[src/logic/mode_regs_pkg.sv]
`default_nettype none
package mode_regs_pkg;

  // ==========================================================
  // Mode register addresses
  localparam logic [5:0] ADDR_SETPOINT_CTRL = 6'h0d;
  localparam logic [5:0] ADDR_DQ_REF        = 6'h0e;
  localparam logic [5:0] ADDR_LOWER_INVERT  = 6'h0f;
  localparam logic [5:0] ADDR_BANK_MASK     = 6'h10;
  localparam logic [5:0] ADDR_SEGMENT_MASK  = 6'h11;

  // ==========================================================
  // Field positions
  localparam int SP_WRITE_BIT   = 6;
  localparam int SP_OPERATE_BIT = 7;
  localparam int RANGE_BIT      = 6;
  localparam int CODE_MSB       = 5;

  // ==========================================================
  // Reset values
  localparam logic [5:0] CODE_RESET     = 6'h0d;
  localparam logic       RANGE_RESET    = 1'b1;
  localparam logic       SP_RESET       = 1'b0;
  localparam logic [7:0] INVERT_RESET   = 8'h55;
  localparam logic [7:0] BANK_RESET     = 8'h00;
  localparam logic [7:0] SEGMENT_RESET  = 8'h00;

  // ==========================================================
  // Reference level mapping, in tenths of a percent
  localparam logic [5:0] CODE_MAX    = 6'h32;
  localparam logic [9:0] BASE_RANGE0 = 10'h064;
  localparam logic [9:0] BASE_RANGE1 = 10'h0dc;
  localparam logic [9:0] LEVEL_STEP  = 10'h004;

  // ==========================================================
  // Link sampling
  localparam int SYNC_STAGES = 2;

  // ==========================================================
  // Segment decode per density in Gb per channel
  localparam int DENSITY_DEFAULT = 16;

  function automatic int segment_low_bit(input int density_gb);
    int low;
    low = 14;
    if (density_gb <= 1) begin
      low = 10;
    end else if (density_gb <= 2) begin
      low = 11;
    end else if (density_gb <= 4) begin
      low = 12;
    end else if (density_gb <= 8) begin
      low = 13;
    end
    return low;
  endfunction : segment_low_bit

  function automatic bit odd_density(input int density_gb);
    return (density_gb == 3) || (density_gb == 6) || (density_gb == 12);
  endfunction : odd_density

  // ==========================================================
  // Read answer state
  typedef enum logic [0:0] {
    ANSWER_IDLE  = 1'b0,
    ANSWER_DRIVE = 1'b1
  } answer_e;

endpackage : mode_regs_pkg
`default_nettype wire

[src/logic/dram_vref_invert_partial_array_self_refresh_mode_regs.sv]
`timescale 1ns/1ps
`default_nettype none
module dram_vref_invert_partial_array_self_refresh_mode_regs #(
  parameter int DENSITY_GB = mode_regs_pkg::DENSITY_DEFAULT
) (
  // Clock and reset
  input  wire logic        clk_in,
  input  wire logic        rst_in,
  // Command link pins
  input  wire logic        ck_in,
  input  wire logic        mrw_in,
  input  wire logic        mrr_in,
  input  wire logic        rdcal_in,
  input  wire logic [5:0]  ma_in,
  input  wire logic [7:0]  op_in,
  // Calibration pattern source
  input  wire logic [7:0]  cal_pattern_in,
  input  wire logic        cal_mask_bit_in,
  // Refresh engine query
  input  wire logic [2:0]  refresh_bank_in,
  input  wire logic [16:0] refresh_row_in,
  // Lower data lines
  output logic [7:0]       dq_out,
  output logic             dq_oe_out,
  output logic             mask_line_out,
  output logic             mask_line_oe_out,
  // Active reference
  output logic [5:0]       vref_code_out,
  output logic             vref_range_out,
  output logic [9:0]       vref_tenths_out,
  output logic             vref_reserved_out,
  // Set-point selectors
  output logic             setpoint_write_out,
  output logic             setpoint_operate_out,
  // Masks
  output logic [7:0]       invert_mask_out,
  output logic [7:0]       bank_mask_out,
  output logic [7:0]       segment_mask_out,
  output logic             refresh_skip_out
);

  localparam int CMD_W = 17;

  // ==========================================================
  // State
  typedef struct packed {
    logic                   sp_write;
    logic                   sp_operate;
    logic [1:0][5:0]        code;
    logic [1:0]             range;
    logic [7:0]             invert;
    logic [7:0]             bank;
    logic [7:0]             segment;
    mode_regs_pkg::answer_e answer;
    logic [7:0]             dq;
    logic                   dq_oe;
    logic                   mask_line;
    logic                   mask_line_oe;
    logic [5:0]             act_code;
    logic                   act_range;
    logic [9:0]             act_tenths;
    logic                   act_reserved;
  } regs_s;

  regs_s              state_reg;
  regs_s              state_next;
  logic               link_edge;
  logic [CMD_W-1:0]   link_cmd;
  logic               cmd_write;
  logic               cmd_read;
  logic               cmd_cal;
  logic [5:0]         cmd_addr;
  logic [7:0]         cmd_op;
  logic               wr_sel;
  logic               op_sel;
  logic [7:0]         read_word;
  logic [1:0][9:0]    copy_level;
  logic [1:0]         copy_reserved;

  // ==========================================================
  // Link sampling
  link_sampler #(
    .W (CMD_W)
  ) u_link (
    .clk_in   (clk_in),
    .rst_in   (rst_in),
    .ck_in    (ck_in),
    .cmd_in   ({mrw_in, mrr_in, rdcal_in, ma_in, op_in}),
    .edge_out (link_edge),
    .cmd_out  (link_cmd)
  );

  assign cmd_write = link_edge & link_cmd[16];
  // A write wins over a read or calibration read on the same edge
  assign cmd_read  = link_edge & ~link_cmd[16] & link_cmd[15];
  assign cmd_cal   = link_edge & ~link_cmd[16] & ~link_cmd[15] &
                     link_cmd[14];
  assign cmd_addr  = link_cmd[13:8];
  assign cmd_op    = link_cmd[7:0];

  assign wr_sel = state_reg.sp_write;
  assign op_sel = state_reg.sp_operate;

  // ==========================================================
  // Read data
  always_comb begin
    read_word = 8'h00;
    if (cmd_addr == mode_regs_pkg::ADDR_DQ_REF) begin
      read_word = {1'b0, state_reg.range[wr_sel],
                   state_reg.code[wr_sel]};
    end
  end

  // ==========================================================
  // Reference level of each set-point copy
  // Both copies are decoded so a set-point switch costs no
  // extra cycle; the inactive result is simply not selected
  for (genvar sp = 0; sp < 2; sp++) begin : g_copy
    assign copy_level[sp] =
      10'((state_reg.range[sp] ? mode_regs_pkg::BASE_RANGE1 :
                                 mode_regs_pkg::BASE_RANGE0) +
          mode_regs_pkg::LEVEL_STEP *
          10'(state_reg.code[sp]));
    // Reserved codes are kept, only flagged
    assign copy_reserved[sp] =
      state_reg.code[sp] > mode_regs_pkg::CODE_MAX;
  end

  // ==========================================================
  // Next state
  always_comb begin
    state_next = state_reg;

    // Register writes
    if (cmd_write) begin
      unique case (cmd_addr)
        mode_regs_pkg::ADDR_SETPOINT_CTRL: begin
          state_next.sp_write =
            cmd_op[mode_regs_pkg::SP_WRITE_BIT];
          state_next.sp_operate =
            cmd_op[mode_regs_pkg::SP_OPERATE_BIT];
        end
        mode_regs_pkg::ADDR_DQ_REF: begin
          // Reserved codes are stored as written; flagged below
          state_next.code[wr_sel] =
            cmd_op[mode_regs_pkg::CODE_MSB:0];
          state_next.range[wr_sel] =
            cmd_op[mode_regs_pkg::RANGE_BIT];
        end
        mode_regs_pkg::ADDR_LOWER_INVERT: begin
          state_next.invert = cmd_op;
        end
        mode_regs_pkg::ADDR_BANK_MASK: begin
          state_next.bank = cmd_op;
        end
        mode_regs_pkg::ADDR_SEGMENT_MASK: begin
          state_next.segment = cmd_op;
        end
        default: begin
          // Other addresses belong to other blocks; held values stay
          state_next.sp_write = state_reg.sp_write;
        end
      endcase
    end

    // Answer drive: one link period, ended by the next link edge
    unique case (state_reg.answer)
      mode_regs_pkg::ANSWER_IDLE: begin
        if (cmd_read) begin
          state_next.answer       = mode_regs_pkg::ANSWER_DRIVE;
          state_next.dq           = read_word;
          state_next.dq_oe        = 1'b1;
          state_next.mask_line    = 1'b0;
          state_next.mask_line_oe = 1'b1;
        end else if (cmd_cal) begin
          state_next.answer       = mode_regs_pkg::ANSWER_DRIVE;
          // Pattern goes out raw apart from the invert mask
          state_next.dq           = cal_pattern_in ^
                                    state_reg.invert;
          state_next.dq_oe        = 1'b1;
          state_next.mask_line    = cal_mask_bit_in;
          state_next.mask_line_oe = 1'b1;
        end
      end
      mode_regs_pkg::ANSWER_DRIVE: begin
        if (link_edge) begin
          state_next.answer       = mode_regs_pkg::ANSWER_IDLE;
          state_next.dq           = 8'h00;
          state_next.dq_oe        = 1'b0;
          state_next.mask_line    = 1'b0;
          state_next.mask_line_oe = 1'b0;
        end
      end
    endcase

    // Active reference outputs track the operating copy
    state_next.act_code     = state_reg.code[op_sel];
    state_next.act_range    = state_reg.range[op_sel];
    state_next.act_tenths   = copy_level[op_sel];
    state_next.act_reserved = copy_reserved[op_sel];
  end

  // ==========================================================
  // Registers
  always_ff @(posedge clk_in) begin
    if (rst_in) begin
      state_reg.sp_write     <= mode_regs_pkg::SP_RESET;
      state_reg.sp_operate   <= mode_regs_pkg::SP_RESET;
      state_reg.code[0]      <= mode_regs_pkg::CODE_RESET;
      state_reg.code[1]      <= mode_regs_pkg::CODE_RESET;
      state_reg.range[0]     <= mode_regs_pkg::RANGE_RESET;
      state_reg.range[1]     <= mode_regs_pkg::RANGE_RESET;
      state_reg.invert       <= mode_regs_pkg::INVERT_RESET;
      state_reg.bank         <= mode_regs_pkg::BANK_RESET;
      state_reg.segment      <= mode_regs_pkg::SEGMENT_RESET;
      state_reg.answer       <= mode_regs_pkg::ANSWER_IDLE;
      state_reg.dq           <= 8'h00;
      state_reg.dq_oe        <= 1'b0;
      state_reg.mask_line    <= 1'b0;
      state_reg.mask_line_oe <= 1'b0;
      state_reg.act_code     <= mode_regs_pkg::CODE_RESET;
      state_reg.act_range    <= mode_regs_pkg::RANGE_RESET;
      state_reg.act_tenths   <= 10'h110;
      state_reg.act_reserved <= 1'b0;
    end else begin
      state_reg <= state_next;
    end
  end

  // ==========================================================
  // Refresh verdict
  refresh_gate #(
    .DENSITY_GB (DENSITY_GB)
  ) u_gate (
    .clk_in          (clk_in),
    .rst_in          (rst_in),
    .bank_mask_in    (state_reg.bank),
    .segment_mask_in (state_reg.segment),
    .bank_in         (refresh_bank_in),
    .row_in          (refresh_row_in),
    .skip_out        (refresh_skip_out)
  );

  // ==========================================================
  // Outputs
  assign dq_out               = state_reg.dq;
  assign dq_oe_out            = state_reg.dq_oe;
  assign mask_line_out        = state_reg.mask_line;
  assign mask_line_oe_out     = state_reg.mask_line_oe;
  assign vref_code_out        = state_reg.act_code;
  assign vref_range_out       = state_reg.act_range;
  assign vref_tenths_out      = state_reg.act_tenths;
  assign vref_reserved_out    = state_reg.act_reserved;
  assign setpoint_write_out   = state_reg.sp_write;
  assign setpoint_operate_out = state_reg.sp_operate;
  assign invert_mask_out      = state_reg.invert;
  assign bank_mask_out        = state_reg.bank;
  assign segment_mask_out     = state_reg.segment;

endmodule : dram_vref_invert_partial_array_self_refresh_mode_regs
`default_nettype wire

[src/logic/link_sampler.sv]
`timescale 1ns/1ps
`default_nettype none
module link_sampler #(
  parameter int W = 17
) (
  // Clock and reset
  input  wire logic         clk_in,
  input  wire logic         rst_in,
  // Link pins
  input  wire logic         ck_in,
  input  wire logic [W-1:0] cmd_in,
  // Sampled command
  output logic              edge_out,
  output logic [W-1:0]      cmd_out
);

  typedef struct packed {
    logic         ck_meta;
    logic         ck_sync;
    logic         ck_prev;
    logic [W-1:0] cmd_meta;
    logic [W-1:0] cmd_sync;
    logic         edge_seen;
    logic [W-1:0] cmd;
  } sampler_s;

  sampler_s state_reg;
  sampler_s state_next;

  // ==========================================================
  // Sampling
  // Command pins share the clock pins' latency, so the pair
  // stays aligned as long as commands are held around the edge
  always_comb begin
    state_next           = state_reg;
    state_next.ck_meta   = ck_in;
    state_next.ck_sync   = state_reg.ck_meta;
    state_next.ck_prev   = state_reg.ck_sync;
    state_next.cmd_meta  = cmd_in;
    state_next.cmd_sync  = state_reg.cmd_meta;
    state_next.edge_seen = state_reg.ck_sync & ~state_reg.ck_prev;
    if (state_reg.ck_sync & ~state_reg.ck_prev) begin
      state_next.cmd = state_reg.cmd_sync;
    end
  end

  always_ff @(posedge clk_in) begin
    if (rst_in) begin
      state_reg <= '0;
    end else begin
      state_reg <= state_next;
    end
  end

  assign edge_out = state_reg.edge_seen;
  assign cmd_out  = state_reg.cmd;

endmodule : link_sampler
`default_nettype wire

[src/logic/refresh_gate.sv]
`timescale 1ns/1ps
`default_nettype none
module refresh_gate #(
  parameter int DENSITY_GB = mode_regs_pkg::DENSITY_DEFAULT
) (
  // Clock and reset
  input  wire logic        clk_in,
  input  wire logic        rst_in,
  // Masks
  input  wire logic [7:0]  bank_mask_in,
  input  wire logic [7:0]  segment_mask_in,
  // Refresh target
  input  wire logic [2:0]  bank_in,
  input  wire logic [16:0] row_in,
  // Verdict
  output logic             skip_out
);

  localparam int LOW = mode_regs_pkg::segment_low_bit(DENSITY_GB);

  typedef struct packed {
    logic skip;
  } gate_s;

  gate_s      state_reg;
  gate_s      state_next;
  logic [2:0] segment;
  logic [7:0] seg_usable;

  // ==========================================================
  // Segment decode
  assign segment = row_in[LOW+2 -: 3];

  // Top two segments do not exist at odd densities
  assign seg_usable = mode_regs_pkg::odd_density(DENSITY_GB) ?
                      {2'h0, segment_mask_in[5:0]} : segment_mask_in;

  always_comb begin
    state_next      = state_reg;
    state_next.skip = bank_mask_in[bank_in] | seg_usable[segment];
  end

  always_ff @(posedge clk_in) begin
    if (rst_in) begin
      state_reg <= '0;
    end else begin
      state_reg <= state_next;
    end
  end

  assign skip_out = state_reg.skip;

endmodule : refresh_gate
`default_nettype wire

[config.mk]
export PLATFORM = sky130hd
export DESIGN_NAME = dram_vref_invert_partial_array_self_refresh_mode_regs
export DESIGN_NICKNAME = d
export VERILOG_FILES = /design/src/logic/mode_regs_pkg.sv /design/src/logic/dram_vref_invert_partial_array_self_refresh_mode_regs.sv /design/src/logic/link_sampler.sv /design/src/logic/refresh_gate.sv
export SDC_FILE = /design/constraint.sdc
export NUM_CORES = 1
export LEC_CHECK = 0
export BUFFER_PORTS_ARGS = -buffer_cell sky130_fd_sc_hd__buf_2
export CORE_AREA = 3 3 93 131
export DETAILED_ROUTE_END_ITERATION = 10
export DIE_AREA = 0 0 96 134
export HOLD_SLACK_MARGIN = 0.15
export PLACE_DENSITY_LB_ADDON = 0.05
export SLEW_MARGIN = 10
export SYNTH_ARGS = -nofsm -noshare
export SYNTH_HDL_FRONTEND = slang
export SYNTH_HIERARCHICAL = 1
export SYNTH_SLANG_ARGS = --single-unit
[constraint.sdc]
create_clock -name clk_in -period 2.2 [get_ports clk_in]
set_clock_uncertainty 0.05 [all_clocks]
set_input_delay 0.44 -clock clk_in [delete_from_list [all_inputs] [get_ports clk_in]]
set_output_delay 0.44 -clock clk_in [all_outputs]
set_load 0.02 [all_outputs]
==> results.md <==
- Status: finished clean
- Relative slew slack: 0.5901
- Setup crit start kind: flip-flop
- Pre-antenna DRT Iters: 4
- Clock buffer depth: 2
- Nets: 640
- Antenna diode count: 0
- Peak Freq: between 0.5 and 0.6 GHz
- Initial core utilization: 0.4920
- Post-synth ARST share: 0
- Total wire length: approximately 11000 um
- Main flop type after synthesis: dfxtp_1
- Synthesized area: between 5000 and 6000 um^2
- Hold/Removal Path Class: input pin to flip-flop
- DR WL/cell: between 10 and 15 um
- Resized Gates After CTS: 0
- CTS Sinks: ~120
- Worst skew pair latency: about 400 ps
- Lkg Pwr: 2.534 nW
- P per Cell Area: 854.8 nW/um^2
- Initial antenna violation count: 0
- Post-Syn Instances: between 500 and 600
- DP HPWL: 8018 um
- DRT antenna net count: 0
- Final Hold Fails: 0
- Max FO, Critical Path: 7
- Tmin final: about 1900 ps
- CP arrival: 2220 ps
- Maxcap violations: 0
- Tcrit/Tclk final: 0.8850
- Via count: ~3700
- Reg2reg setup slack: around 250 ps
- # setup viols final: 0
- CP required: between 2000 and 2500 ps
- RSZ-0062 raised after global routing: no
- Commonest non-fill, non-tap cells in the layout: dfxtp_1, buf_2, nor2_1
- Finished Layout Cells: 738
- Number of synthesized flops with an enable pin: 0
- Dpl cells: approximately 710
- Die ar.: roughly 13000 um^2
- Post-CTS Setup Inserts: 0
- Worst VDD drop: roughly 600 uV
- Die Y: roughly 130 um
- Htree depth: 4
- CTS tree: built
- Max reg flops: 19
- Core ar.: ~11000 um^2
- Vias in the first global route: 3741
- Rows: between 40 and 50
- Clk root buf: clkbuf_16
- Warnings from Yosys: 6
- Largest net degree at the start of global routing: just over 50
- Clock transition at the registers of the reported paths: approximately 60 ps
- DRT iter0 DRCs: 152
- Syn-to-layout area delta: 12.08%
- Slew @ Worst Pin: about 600 ps
- I/O pin count: between 100 and 150
- I/O Buffers: slightly below 90
- Worst setup path class: flip-flop to flip-flop
- Crit. End Element: flip-flop
- Die X: ~96 um
- Most common cell after layout, fill and taps aside: dfxtp_1
- Inserted Clock Buffers: 17
- Layout Utilization: 0.5514
- Max Slew Vio Count: 0
- Layout cells sized above 1: 0.2508
- Yosys cell types: 54
- Register area share after synthesis: 0.4423
- First-pass GRT wire length: approximately 18000 um
- Hold Buf Count CTS: 0
- Tot GR Track Use: 0.1840
- Overflow after GRT: 0
- Total Neg Setup Slack: 0 ps
- DR DRC count: 0
- Vias/cell: between 5 and 6
- #FFs+latches synth: between 100 and 150
- RD Place Congestion: 0.8979
- Syn Area/Cell: roughly 9.9 um^2
==> metal layers <==
layer | part of all wire | wire, um | up-vias | GRT usage
li1 | - | - | 1888 | -
met1 | 0.39 | 4303 | 1766 | 0.1907
met2 | 0.56 | 6205 | 65 | 0.3469
met3 | 0.031 | 336 | 10 | 0.04377
met4 | 0.014 | 157 | 0 | 0.06646
met5 | 0 | 0 | - | 0
==> synthesized netlist by cell type, drive strengths merged, types with 2 or more instances <==
library cell	number	share of area
a211oi	6	0.0082
a21o	3	0.0041
a21oi	27	0.024
a22oi	2	0.0027
buf	76	0.10
clkbuf	15	0.014
dfxtp	122	0.44
fa	2	0.0073
ha	8	0.018
inv	12	0.0082
mux2	4	0.0082
mux2i	39	0.071
mux4	4	0.019
nand2	22	0.015
nand2b	19	0.022
nand3	2	0.0018
nand4	2	0.0023
nand4bb	13	0.027
nor2	49	0.035
nor2b	42	0.048
nor3	16	0.017
nor3b	3	0.0070
o21ai	27	0.031
o31ai	6	0.0082
or4bb	5	0.010
xnor2	4	0.0063
xor2	9	0.014
==> final cells by class <==
class                           count  area [um^2]
Timing Repair Buffer               95        510.5
Clock inverter                     10        138.9
Clock buffer                       22        494.2
Multi-Input combinational cell    332         2374
Inverter                           13        48.80
Tap cell                          144        180.2
Fill cell                        1045         5035
Sequential cell                   122         2442
==> worst max-delay path: stages, from the launching register on <==
cell	delay (ps)
dfxtp_1	490
inv_1	130
fa_1	470
nor2b_1	120
o21ai_0	140
a21boi_0	200
nor3_1	70
a211oi_1	190
==> path summary, 6_finish.rpt <==
kind,to,cells past startpoint,startpoint
setup / recovery,vref_tenths_out[6]$_SDFF_PP0_,7,state_reg[55]$_SDFFE_PP1P_
hold / removal,u_link/state_next[23]$_SDFF_PP0_,2,op_in[5]
setup reg to reg,vref_tenths_out[6]$_SDFF_PP0_,7,state_reg[55]$_SDFFE_PP1P_
hold reg to reg,u_link/state_reg[20]$_SDFF_PP0_,1,u_link/state_next[20]$_SDFF_PP0_
==> per-stage QoR <==
| step | setup slack [ps] | cell area (um^2) | hold slack, ps | total power [mW] |
|---|---|---|---|---|
| 4_1_cts | 232.8 | 6188 | 173.9 | 5.362 |
| 3_3_place_gp | 247.4 | 5555 | 367.6 | 2.454 |
| 2_1_floorplan | 367.5 | 5529 | 363.8 | 2.415 |
| 3_5_place_dp | 243.7 | 5555 | 371.2 | 2.458 |
| 6_report | 253.1 | 6188 | 191.8 | 5.290 |
| 5_1_grt | 16.89 | 6188 | 190.8 | 5.477 |
==> cells by family (layout without fill, tap and decap cells) <==
kind of cell	Yosys count	count (layout)	synth area share
and+or+nand+nor	180	180	0.1940
DFF	122	122	0.4423
muxes	47	47	0.09789
AOI/OAI and AO/OA	79	79	0.08996
buffers and inverters	105	140	0.1292
xor gates and xnor gates	13	13	0.02062
adders and majority gates	10	10	0.02538
other	1	3	0.0006792
==> power by group <==
group | internal (mW) | total (mW) | switching [mW]
sequential | 2.25 | 2.26 | 0.0178
clock | 1.93 | 2.88 | 0.951
combinational | 0.0697 | 0.143 | 0.0738
total | 4.25 | 5.29 | 1.04
(Power assumes the default switching activity.)
